File: src/common/sild_pkg.sv
/*
  shared constants for the serial-in latched output driver and its host.
  assumes the host runs on clk_sys at 125 MHz and derives the shift clock.
*/
package sild_pkg;
  localparam int N_STAGES             = 10;
  localparam int CLK_PERIOD_NS        = 8;
  localparam int CLOCK_HIGH_WIDTH_NS  = 50;
  localparam int LATCH_PULSE_WIDTH_NS = 50;
  localparam int CLOCK_TO_LATCH_GAP_NS = 100;
  localparam int FIFO_DEPTH           = 8;
  // least times round up to whole cycles
  localparam int CLOCK_HIGH_CYC  =
    (CLOCK_HIGH_WIDTH_NS + CLK_PERIOD_NS - 1) / CLK_PERIOD_NS;
  localparam int LATCH_PULSE_CYC =
    (LATCH_PULSE_WIDTH_NS + CLK_PERIOD_NS - 1) / CLK_PERIOD_NS;
  localparam int LATCH_GAP_CYC   =
    (CLOCK_TO_LATCH_GAP_NS + CLK_PERIOD_NS - 1) / CLK_PERIOD_NS;
  localparam int CNT_W           = 4;
  localparam logic [N_STAGES-1:0] STAGE_RESET = 10'h000;

  typedef enum logic [2:0] {
    SILD_IDLE   = 3'b000,
    SILD_LOW    = 3'b001,
    SILD_HIGH   = 3'b010,
    SILD_GAP    = 3'b011,
    SILD_STROBE = 3'b100
  } sild_state_e;
endpackage

File: src/common/sild_if.sv
/*
  link between host and driver: shift clock, serial data, latch load,
  output blank and cascade output. assumes both ends sit in one bench.
*/
`timescale 1ns/100ps
interface sild_if;
  logic shift_clk;    // shift clock, made by the host
  logic serial_data;  // serial data into stage one
  logic latch_load;   // latches transparent while high
  logic output_blank; // all outputs low while high
  logic cascade_out;  // last stage, for chaining

  modport dev (
    input  shift_clk,
    input  serial_data,
    input  latch_load,
    input  output_blank,
    output cascade_out
  );
  modport host (
    output shift_clk,
    output serial_data,
    output latch_load,
    output output_blank,
    input  cascade_out
  );
endinterface

File: src/verilog/sild_host.sv
/*
  host end: word FIFO, shift clock divider and latch load sequencer.
  assumes one clk_sys domain; the shift clock it drives feeds the driver.
*/
// Functional notes
// driver holds ten stages, latches, outputs
// rising shift clock captures serial data
// each edge shifts toward cascade output; the driver shifts on rising edges only
// load high makes latches follow stages
// load low keeps latch contents
// bypassed latches need blank during shifting
// blank high forces every output low
// blank leaves latch contents untouched
// unblanked outputs follow their latches
// wait 100 ns after clock before load
// load pulse at least 50 ns
// clock high phase at least 50 ns
`timescale 1ns/100ps
module sild_fifo #(
  parameter int W = 10,
  parameter int D = 8
) (
  input  wire logic         clk_sys,   // system clock
  input  wire logic         rst_n,     // async reset, active low
  input  wire logic [W-1:0] in_data,   // word to store
  input  wire logic         in_valid,  // word offered
  output logic              in_ready,  // room for a word
  output logic [W-1:0]      out_data,  // oldest word
  output logic              out_valid, // a word is held
  input  wire logic         out_ready  // drain takes the word
);
  localparam int AW = $clog2(D);
  logic [W-1:0] mem [D];
  logic [AW-1:0] wr_ptr;
  logic [AW-1:0] rd_ptr;
  logic [AW:0]   count;
  logic          do_wr;
  logic          do_rd;

  assign in_ready  = (count != (AW+1)'(D));
  assign out_valid = (count != '0);
  assign do_wr     = in_valid && in_ready;
  assign do_rd     = out_valid && out_ready;
  assign out_data  = mem[rd_ptr];

  always_ff @(posedge clk_sys) begin
    if (do_wr) begin
      mem[wr_ptr] <= in_data;
    end
  end

  always_ff @(posedge clk_sys or negedge rst_n) begin
    if (!rst_n) begin
      wr_ptr <= '0;
      rd_ptr <= '0;
      count  <= '0;
    end else begin
      if (do_wr) begin
        wr_ptr <= (wr_ptr == AW'(D - 1)) ? '0 : wr_ptr + 1'b1;
      end
      if (do_rd) begin
        rd_ptr <= (rd_ptr == AW'(D - 1)) ? '0 : rd_ptr + 1'b1;
      end
      if (do_wr && !do_rd) begin
        count <= count + 1'b1;
      end else if (do_rd && !do_wr) begin
        count <= count - 1'b1;
      end
    end
  end
endmodule

module sild_host #(
  parameter int N     = sild_pkg::N_STAGES,
  parameter int DEPTH = sild_pkg::FIFO_DEPTH
) (
  input  wire logic         clk_sys,     // system clock, 125 MHz
  input  wire logic         rst_n,       // async reset, active low
  sild_if.host              link,        // link to the driver
  input  wire logic [N-1:0] word_data,   // pattern for the outputs
  input  wire logic         word_valid,  // pattern offered
  output logic              word_ready,  // pattern accepted
  input  wire logic         blank_req,   // blank all outputs
  input  wire logic         bypass_mode, // hold latch load high
  output logic              busy,        // a word is in flight
  output logic              cascade_in   // synchronised cascade bit
);
  localparam logic [sild_pkg::CNT_W-1:0] HIGH_LAST =
    sild_pkg::CNT_W'(sild_pkg::CLOCK_HIGH_CYC - 1);
  localparam logic [sild_pkg::CNT_W-1:0] GAP_LAST =
    sild_pkg::CNT_W'(sild_pkg::LATCH_GAP_CYC - 1);
  localparam logic [sild_pkg::CNT_W-1:0] PULSE_LAST =
    sild_pkg::CNT_W'(sild_pkg::LATCH_PULSE_CYC - 1);
  localparam logic [sild_pkg::CNT_W-1:0] LAST_BIT =
    sild_pkg::CNT_W'(N - 1);

  sild_pkg::sild_state_e state;
  logic [sild_pkg::CNT_W-1:0] cnt;
  logic [sild_pkg::CNT_W-1:0] bit_idx;
  logic [N-1:0]               shreg;
  logic [N-1:0]               fifo_data;
  logic                       fifo_valid;
  logic                       fifo_pop;
  logic                       sclk;
  logic                       sdata;
  logic                       load;
  logic                       blank;
  logic                       casc_meta;
  logic                       casc_sync;

  // the FIFO fills while a word is shifting; word_ready is its honest room
  sild_fifo #(
    .W (N),
    .D (DEPTH)
  ) u_fifo (
    .clk_sys   (clk_sys),
    .rst_n     (rst_n),
    .in_data   (word_data),
    .in_valid  (word_valid),
    .in_ready  (word_ready),
    .out_data  (fifo_data),
    .out_valid (fifo_valid),
    .out_ready (fifo_pop)
  );

  assign fifo_pop = (state == sild_pkg::SILD_IDLE) && fifo_valid;

  // sequencer: shift the word out msb first so bit N-1 lands in the
  // far stage, then wait and pulse the latch load
  always_ff @(posedge clk_sys or negedge rst_n) begin
    if (!rst_n) begin
      state   <= sild_pkg::SILD_IDLE;
      cnt     <= '0;
      bit_idx <= '0;
      shreg   <= sild_pkg::STAGE_RESET;
      sclk    <= 1'b0;
      sdata   <= 1'b0;
      load    <= 1'b0;
    end else begin
      case (state)
        sild_pkg::SILD_IDLE: begin
          load <= 1'b0;
          if (fifo_valid) begin
            shreg   <= {fifo_data[N-2:0], 1'b0};
            sdata   <= fifo_data[N-1];
            bit_idx <= '0;
            cnt     <= HIGH_LAST;
            state   <= sild_pkg::SILD_LOW;
          end
        end
        sild_pkg::SILD_LOW: begin
          // low phase as long as high one gives set-up margin too
          if (cnt == '0) begin
            sclk  <= 1'b1;
            cnt   <= HIGH_LAST;
            state <= sild_pkg::SILD_HIGH;
          end else begin
            cnt <= cnt - 1'b1;
          end
        end
        sild_pkg::SILD_HIGH: begin
          if (cnt == '0) begin
            sclk <= 1'b0;
            if (bit_idx == LAST_BIT) begin
              cnt   <= GAP_LAST;
              state <= sild_pkg::SILD_GAP;
            end else begin
              // data changes on the falling edge: hold and set-up both met
              sdata   <= shreg[N-1];
              shreg   <= {shreg[N-2:0], 1'b0};
              bit_idx <= bit_idx + 1'b1;
              cnt     <= HIGH_LAST;
              state   <= sild_pkg::SILD_LOW;
            end
          end else begin
            cnt <= cnt - 1'b1;
          end
        end
        sild_pkg::SILD_GAP: begin
          if (cnt == '0) begin
            load  <= 1'b1;
            cnt   <= PULSE_LAST;
            state <= sild_pkg::SILD_STROBE;
          end else begin
            cnt <= cnt - 1'b1;
          end
        end
        sild_pkg::SILD_STROBE: begin
          if (cnt == '0) begin
            load  <= 1'b0;
            state <= sild_pkg::SILD_IDLE;
          end else begin
            cnt <= cnt - 1'b1;
          end
        end
        default: begin
          state <= sild_pkg::SILD_IDLE;
          sclk  <= 1'b0;
          load  <= 1'b0;
        end
      endcase
    end
  end

  // outputs registered so the pins never glitch
  always_ff @(posedge clk_sys or negedge rst_n) begin
    if (!rst_n) begin
      link.latch_load   <= 1'b0;
      link.output_blank <= 1'b1;
      busy              <= 1'b0;
    end else begin
      link.latch_load   <= load || bypass_mode;
      // bypassed latches would show the data rippling past, so blank it
      link.output_blank <= blank_req ||
                           (bypass_mode && (blank || fifo_pop));
      busy              <= fifo_pop || (state != sild_pkg::SILD_IDLE);
    end
  end

  always_comb begin
    blank = (state == sild_pkg::SILD_LOW) ||
            (state == sild_pkg::SILD_HIGH) ||
            (state == sild_pkg::SILD_GAP);
  end

  assign link.shift_clk   = sclk;
  assign link.serial_data = sdata;

  // cascade bit comes from the driver's clock domain
  always_ff @(posedge clk_sys or negedge rst_n) begin
    if (!rst_n) begin
      casc_meta  <= 1'b0;
      casc_sync  <= 1'b0;
      cascade_in <= 1'b0;
    end else begin
      casc_meta  <= link.cascade_out;
      casc_sync  <= casc_meta;
      cascade_in <= casc_sync;
    end
  end
endmodule

File: src/flat_wrapper.sv
// flat-port wrapper written by rule: the top's interface ports become plain ports
module sild_host_flat 
#(
  parameter int N     = sild_pkg::N_STAGES,
  parameter int DEPTH = sild_pkg::FIFO_DEPTH
)
  (clk_sys, rst_n, word_data, word_valid, word_ready, blank_req, bypass_mode, busy, cascade_in, link_shift_clk, link_serial_data, link_latch_load, link_output_blank, link_cascade_out);
  sild_if link_i ();
  input  wire logic clk_sys;
  input  wire logic rst_n;
  input  wire logic [N-1:0] word_data;
  input  wire logic word_valid;
  output logic word_ready;
  input  wire logic blank_req;
  input  wire logic bypass_mode;
  output logic busy;
  output logic cascade_in;
  output wire logic [$bits(link_i.shift_clk)-1:0] link_shift_clk;
  output wire logic [$bits(link_i.serial_data)-1:0] link_serial_data;
  output wire logic [$bits(link_i.latch_load)-1:0] link_latch_load;
  output wire logic [$bits(link_i.output_blank)-1:0] link_output_blank;
  input wire logic [$bits(link_i.cascade_out)-1:0] link_cascade_out;
  assign link_shift_clk = link_i.shift_clk;
  assign link_serial_data = link_i.serial_data;
  assign link_latch_load = link_i.latch_load;
  assign link_output_blank = link_i.output_blank;
  assign link_i.cascade_out = link_cascade_out;
  sild_host #(.N(N), .DEPTH(DEPTH)) u_core (.clk_sys(clk_sys), .rst_n(rst_n), .link(link_i), .word_data(word_data), .word_valid(word_valid), .word_ready(word_ready), .blank_req(blank_req), .bypass_mode(bypass_mode), .busy(busy), .cascade_in(cascade_in));
endmodule
File: config.mk
export PLATFORM = sky130hd
export DESIGN_NAME = sild_host_flat
export DESIGN_NICKNAME = d
export VERILOG_FILES = /design/src/common/sild_pkg.sv /design/src/common/sild_if.sv /design/src/verilog/sild_host.sv /design/src/flat_wrapper.sv
export SDC_FILE = /design/constraint.sdc
export NUM_CORES = 1
export LEC_CHECK = 0
export BUFFER_PORTS_ARGS = -buffer_cell sky130_fd_sc_hd__buf_2
export CORE_MARGIN = 2
export CORE_UTILIZATION = 48
export CTS_BUF_LIST = sky130_fd_sc_hd__clkbuf_4 sky130_fd_sc_hd__clkbuf_8 sky130_fd_sc_hd__clkbuf_16
export CTS_CLUSTER_SIZE = 30
export DETAILED_ROUTE_END_ITERATION = 10
export GPL_TIMING_DRIVEN = 0
export PLACE_DENSITY_LB_ADDON = 0.2
export SYNTH_ARGS = -nofsm -noshare
export SYNTH_HDL_FRONTEND = slang
export SYNTH_SLANG_ARGS = --single-unit
export TNS_END_PERCENT = 20
File: constraint.sdc
create_clock -name clk_sys -period 7.7 [get_ports clk_sys]
set_clock_uncertainty 0.1 [all_clocks]
set_input_delay 2.31 -clock clk_sys [delete_from_list [all_inputs] [get_ports clk_sys]]
set_output_delay 2.31 -clock clk_sys [all_outputs]
set_load 0.03 [all_outputs]
==> impl_metrics.json, run 1 <==
{
  "outcome": "completed",
  "antenna_found_initial": 0,
  "post_cts_buffers": 0,
  "seq_area_frac_synth": 0.673,
  "max_freq_mhz": 258,
  "multi_input_area_sq_um": 1570,
  "cts_buffer_depth": 2,
  "dp_hpwl_mm": 6.16,
  "cts_made_buffers": 17,
  "areaGrowthSynthToFinish_pct": 19.5,
  "cts.repair.resized": 0,
  "layout_min_cycle_time_ns": 3.88,
  "fin_tns_setup_ns": 0,
  "startpoint_type": "register",
  "cp-startpoint": "u_core.u_fifo.count[1]$_DFFE_PN0P_",
  "dp_slack_ns": 3.31,
  "r2r-end": "u_core.u_fifo.count[3]$_DFFE_PN0P_",
  "drt-pass1-iter-count": 4,
  "relSlewSlack": 0.250,
  "netlist_area_sq_um": 5020,
  "cp-endpoint": "word_ready",
  "cp_data_arrival_time_ns": 1.47,
  "ys.flop_type": "edfxtp_1",
  "die_w_um": 106,
  "drive_gt1_frac": 0.274,
  "core_area_sq_um": 10200,
  "synthMuxAreaShare": 0.128,
  "synth_xor_area_frac": 0.00872,
  "final_cell_area_sq_um": 6000,
  "initial_core_util": 0.491,
  "cts_sinks": 119,
  "antenna_cells": 0,
  "synth_area_per_cell_sq_um": 16.0,
  "dieArea_sq_um": 11300,
  "fin_crit_sh": 0.504,
  "vias": 2814,
  "clock_latency_ns": 0.52,
  "setup_viol": 0,
  "leakagePower_nw": 2.28,
  "synth_cell_types": 49,
  "synth_top_family_by_area": "multiplexers",
  "grt_first_pass_wirelength_mm": 15.2,
  "drv_cap": 0,
  "synth_compound_area_frac": 0.0570,
  "drtAntennaViolNets": 0,
  "htree_num_levels": 4,
  "layout_commonest_cell": "edfxtp_1",
  "drtIter0Drc": 138,
  "wl_per_cell_um": 18.4,
  "ir_drop_v": 0.000268,
  "grt_pass1_vias": 2844,
  "final_cell_mix": "edfxtp_1, dfrtp_1, buf_2",
  "ys_async_sr_fraction": 0.328,
  "drc": 0,
  "cts_tree": "done",
  "rr_worst_depth": 10,
  "syn_inst": 314,
  "r2r_setup_slack_ns": 4.71,
  "die_h_um": 106,
  "synth-simple-area-share": 0.0849,
  "gp_congestion": 0.785,
  "area.sequential_sq_um": 3380,
  "worstReg2RegStart": "u_core.u_fifo.count[1]$_DFFE_PN0P_",
  "drt-total-wl_mm": 9.33,
  "critPathKind": "register to output pin",
  "finalPower_w": 0.00184,
  "rsz0062_at_grt": "false",
  "grt.overflow.total": 0,
  "tightest_slew_ns": 1.12,
  "final.fill_count": 762,
  "yosys_warnings": 0,
  "yosys.area_share.adder": 0.0289,
  "hold_path.class": "register to register",
  "synth_edf_count": 80,
  "rows": 37,
  "power_density_nw_per_um2": 306,
  "place_area_sq_um": 5390,
  "hold_viol_final": 0,
  "setup_ws_ns": 3.82,
  "nNetsFinal": 387,
  "clockRootBuffer": "clkbuf_8",
  "cp_max_fo": 6,
  "synthesis.nets": 341,
  "required_ns": 5.29,
  "grt_usage": 0.186,
  "drt-vias-per-instance": 5.54,
  "ys_ff_latch": 119,
  "grt_max_degree": 40,
  "holdBufCountCts": 0,
  "end_kind": "output pin",
  "drv_slew": 0,
  "post-route-util": 0.587,
  "clkTransAtPathRegs_ns": 0.06,
  "io_buffers": 22,
  "num_io_pins": 23
}
## state kept, by name (all words and copies together), names as in the netlist
| register | count |
|---|---|
| u_core.bit_idx | 4 |
| u_core.busy | 1 |
| u_core.casc_meta | 1 |
| u_core.casc_sync | 1 |
| u_core.cascade_in | 1 |
| u_core.cnt | 4 |
| u_core.link.latch_load | 1 |
| u_core.link.output_blank | 1 |
| u_core.link.serial_data | 1 |
| u_core.link.shift_clk | 1 |
| u_core.load | 1 |
| u_core.shreg | 9 |
| u_core.state | 3 |
| u_core.u_fifo.count | 4 |
| u_core.u_fifo.mem | 80 |
| u_core.u_fifo.rd_ptr | 3 |
| u_core.u_fifo.wr_ptr | 3 |
## metrics by stage
stage | hold slack [ns] | std cells
3_5_place_dp | 0.237 | 477
2_1_floorplan | 0.231 | 314
3_3_place_gp | 0.243 | 472
4_1_cts | 0.250 | 508
5_1_grt | 0.272 | 508
6_report | 0.247 | 508
## routing by layer
layer / routed length [um] / vias to the layer above / share of wire / track usage
met3: 421 / 10 / 0.045 / 0.0576
met1: 4260 / 1428 / 0.46 / 0.248
met5: 0 / - / 0 / 0
li1: - / 1321 / - / -
met4: 110 / 0 / 0.012 / 0.0771
met2: 4540 / 55 / 0.49 / 0.284
## how the worst min path moves through the flow
stage	start	slack [ns]	cells after the start	endpoint
2_1_floorplan	u_core.casc_meta$_DFF_PN0_	0.23	0	u_core.casc_sync$_DFF_PN0_
3_3_place_gp	u_core.casc_sync$_DFF_PN0_	0.24	0	u_core.cascade_in$_DFF_PN0_
3_5_place_dp	u_core.casc_sync$_DFF_PN0_	0.24	0	u_core.cascade_in$_DFF_PN0_
4_1_cts	u_core.casc_sync$_DFF_PN0_	0.25	0	u_core.cascade_in$_DFF_PN0_
5_1_grt	u_core.casc_sync$_DFF_PN0_	0.27	0	u_core.cascade_in$_DFF_PN0_
6_report	u_core.casc_sync$_DFF_PN0_	0.25	0	u_core.cascade_in$_DFF_PN0_
## Yosys cell counts (all sizes together) (7+ instances only)
master / count / area [sq um]
a221o: 9 / 90.1
nand2: 22 / 82.6
o21ai: 13 / 65.1
edfxtp: 80 / 2400
ha: 10 / 125
nor3: 13 / 65.1
dfrtp: 38 / 951
nor2: 20 / 77.6
mux2i: 15 / 150
mux4: 20 / 450
clkbuf: 7 / 26.3
## cells by family (layout without fill, tap and decap cells)
| logic type | after synthesis | count (layout) |
|---|---|---|
| AO/OA/AOI/OAI | 39 | 39 |
| XOR/XNOR | 5 | 5 |
| adder cells (fa/ha/maj) | 11 | 11 |
| buffers and inverters | 20 | 78 |
| flip-flops | 119 | 119 |
| multiplexers | 39 | 39 |
| AND/OR/NAND/NOR | 81 | 81 |
## worst max-delay path, cell delays in order, from the launching register on
cell and delay (ns):
dfrtp_1 0.44, nor3_1 0.23, nand2_1 0.09, buf_2 0.18
## area by class of cell
type / count / area share
plain buffers: 13 / 0.0117
clock buffers: 17 / 0.0690
clock inverters: 14 / 0.0336
inverters: 7 / 0.00459
multi-input cells: 175 / 0.262
flip-flops and latches: 119 / 0.563
well taps: 136 / 0.0283
repair buffers: 27 / 0.0277
## power breakdown
| part | internal [W] | total, W | switching, W |
|---|---|---|---|
| combinational | 0.0000881 | 0.000207 | 0.000119 |
| clock | 0.000527 | 0.000812 | 0.000285 |
| sequential | 0.000772 | 0.000819 | 0.0000478 |
| total | 0.00139 | 0.00184 | 0.000452 |
No activity file was read; power rests on OpenSTA's default activity.
==> run 2: changes to the inputs <==
--- a/config.mk
+++ b/config.mk
@@ -5,6 +5,7 @@
 export SDC_FILE = /design/constraint.sdc
 export NUM_CORES = 1
 export LEC_CHECK = 0
+export ABC_AREA = 1
 export BUFFER_PORTS_ARGS = -buffer_cell sky130_fd_sc_hd__buf_2
 export CORE_MARGIN = 2
 export CORE_UTILIZATION = 48
==> constraint.sdc (replaced) <==
create_clock -name clk_sys -period 3.53 [get_ports clk_sys]
set_clock_uncertainty 0.1 [all_clocks]
set_input_delay 1.059 -clock clk_sys [delete_from_list [all_inputs] [get_ports clk_sys]]
set_output_delay 1.059 -clock clk_sys [all_outputs]
set_load 0.03 [all_outputs]
==> run 2 against run 1 <==
Effect of this change: non-clock buffer count increased by 1; critical path depth increased by 11; highest routed layer unchanged; synthesized area increased by 4.0%; largest cell class unchanged; power increased by 110%; utilization decreased by 1.9 points; critical endpoint is now u_core.u_fifo.count[3]$_DFFE_PN0P_; combinational power increased by 100%.
==> impl_metrics.json, run 2 <==
{
  "largest-register": "u_core.u_fifo.mem",
  "drc": 0,
  "wl_per_cell_um": 15.2,
  "synth_edf_count": 80,
  "seq_area_frac_synth": 0.647,
  "rows": 38,
  "reg_top3": "u_core.u_fifo.mem: 80 flops, u_core.shreg: 9 flops",
  "route.met3.wl_um": 359,
  "synth_area_per_cell_sq_um": 10.2,
  "fin_crit_sh": 0.742,
  "holdBufCountCts": 0,
  "drt-pass1-iter-count": 5,
  "grt_usage": 0.206,
  "area.sequential_sq_um": 3380,
  "setup_viol": 0,
  "drv_cap": 0,
  "final.fill_count": 980,
  "clock_latency_ns": 0.53,
  "io_buffers": 22,
  "required_ns": 3.84,
  "rsz0062_at_grt": "false",
  "layout_commonest_cell": "nand2_1",
  "final_cell_mix": "nand2_1, nand3_1, edfxtp_1",
  "ys_ff_latch": 119,
  "synthMuxAreaShare": 0,
  "syn_inst": 511,
  "areaGrowthSynthToFinish_pct": 16.7,
  "drtIter0Drc": 226,
  "htree_num_levels": 4,
  "grt_first_pass_wirelength_mm": 17.6,
  "synth-simple-area-share": 0.249,
  "yosys_warnings": 0,
  "whs_ns": 0.255,
  "drive_gt1_frac": 0.145,
  "dp_hpwl_mm": 7.24,
  "cts.repair.resized": 0,
  "startpoint_type": "register",
  "dieArea_sq_um": 11700,
  "largest_reg_flops": 80,
  "drt-vias-per-instance": 5.10,
  "cp_data_arrival_time_ns": 2.93,
  "yosysTopAreaCellShare": 0.460,
  "synth_xor_area_frac": 0.0101,
  "max_freq_mhz": 382,
  "drtAntennaViolNets": 0,
  "num_io_pins": 23,
  "synth_top_family_by_area": "simple AND/OR/NAND/NOR gates",
  "grt_pass1_vias": 3611,
  "clockRootBuffer": "clkbuf_8",
  "synth_top_area_cell": "edfxtp_1",
  "grt_max_degree": 40,
  "die_w_um": 108,
  "r2r_setup_slack_ns": 0.91,
  "netlist_area_sq_um": 5230,
  "relSlewSlack": 0.291,
  "cts_sinks": 119,
  "clkTransAtPathRegs_ns": 0.05,
  "ys_top_cells_by_area": "edfxtp_1, dfrtp_1, nand2_1, nand3_1, ha_1",
  "dr.max_layer_used": "met4",
  "synthesis.nets": 538,
  "synthTopCellsByCount": "nand2_1, nand3_1, edfxtp_1",
  "hold_path.class": "register to register",
  "die_h_um": 108,
  "leakagePower_nw": 2.56,
  "multi_input_area_sq_um": 1630,
  "drt-total-wl_mm": 10.7,
  "critPathKind": "register to register",
  "cp_max_fo": 8,
  "power_density_nw_per_um2": 629,
  "drv_slew": 0,
  "hold_viol_final": 0,
  "drt-met1-wl_mm": 4.97,
  "synth_compound_area_frac": 0.0256,
  "end_kind": "register",
  "synth_cell_types": 31,
  "cts_tree": "done",
  "yosys.area_share.adder": 0.0278,
  "antenna_cells": 0,
  "ys_async_sr_fraction": 0.328,
  "ys.flop_type": "edfxtp_1",
  "cpMostUsedCell": "nand2_1",
  "max_stage_delay_ns": 0.41,
  "layout_min_cycle_time_ns": 2.62,
  "ir_drop_v": 0.000443,
  "worstPathCellList": "inv_2 -> nand2_1 -> nor2_2 -> inv_1 -> nor2_2 -> inv_2 -> ha_1 -> inv_1 -> ha_1 -> nand2_1 -> nand2_1 -> o21ai_0 -> nand3_1 -> xor2_1",
  "fin_tns_setup_ns": 0,
  "vias": 3599,
  "outcome": "completed",
  "grt.overflow.total": 0,
  "cts_made_buffers": 17,
  "met2_length_mm": 5.31,
  "antenna_found_initial": 0,
  "tightest_slew_ns": 1.06,
  "gp_congestion": 0.871,
  "post_cts_buffers": 0,
  "slowest_stage": "dfrtp_1",
  "nNetsFinal": 579,
  "cts_buffer_depth": 2,
  "core_area_sq_um": 10700,
  "yosysMostFrequentCell": "nand2_1",
  "initial_core_util": 0.486
}
==> run 2: worst max-delay path: cells and delay by family (launching register included) <==
kind                     cells  cell delay [ns]
flip-flops                   1             0.41
AO/OA/AOI/OAI                1             0.18
buffers and inverters        4             0.41
AND/OR/NAND/NOR              6             0.77
adder cells (fa/ha/maj)      2             0.48
XOR/XNOR                     1             0.15
==> run 2: logic make-up (layout without fill, tap and decap cells) <==
kind of cell	after synthesis	in the layout
buf+inv	51	105
compound gates	23	23
flops	119	119
fa+ha+maj	11	11
xor+xnor	6	6
simple gates	301	301
==> run 2: cell type report <==
type / count / area share
Tap cell: 140 / 0.0287
Buffer: 19 / 0.0156
Sequential cell: 119 / 0.554
Inverter: 32 / 0.0197
Multi-Input combinational cell: 341 / 0.268
Clock inverter: 8 / 0.0164
Clock buffer: 24 / 0.0796
Timing Repair Buffer: 22 / 0.0181
==> run 2: final timing paths <==
kind	end	startpoint	cells after the start
worst min register to register	u_core.casc_sync$_DFF_PN0_	u_core.casc_meta$_DFF_PN0_	0
min in group asynchronous	u_core.cnt[0]$_DFFE_PN0P_	rst_n	1
worst max-delay path	u_core.u_fifo.count[3]$_DFFE_PN0P_	u_core.state[1]$_DFFE_PN0P_	14
worst min-delay path	u_core.casc_sync$_DFF_PN0_	u_core.casc_meta$_DFF_PN0_	0
max in group asynchronous	u_core.u_fifo.rd_ptr[0]$_DFFE_PN0P_	rst_n	1
worst max register to register	u_core.u_fifo.count[3]$_DFFE_PN0P_	u_core.state[1]$_DFFE_PN0P_	14
==> run 2: power breakdown <==
part           switching [W]  leakage (nW)  internal, W  total, W
sequential         0.0000681          1.20      0.00168   0.00175
clock               0.000578         0.293      0.00109   0.00167
combinational       0.000282          1.06     0.000137  0.000419
==> run 2: per-stage QoR <==
| step | cell area [sq um] | worst slack [ns] | instances | utilization | total power (W) |
|---|---|---|---|---|---|
| final | 6100 | 0.912 | 705 | 0.567 | 0.00383 |
| after global routing | 6100 | 0.667 | 705 | 0.567 | 0.00400 |
| after CTS | 6100 | 0.910 | 705 | 0.567 | 0.00387 |
| after detailed placement | 5510 | 0.605 | 673 | 0.513 | 0.00220 |
| after global placement | 5510 | 0.710 | 673 | 0.513 | 0.00216 |
| after floorplan | 5230 | 1.00 | 511 | - | 0.00205 |
==> run 2: layer usage <==
layer  GRT usage  vias up
met3      0.0615        9
met5           0        -
met4      0.0778        0
met2       0.340       56
met1       0.256     1733
li1            -     1801
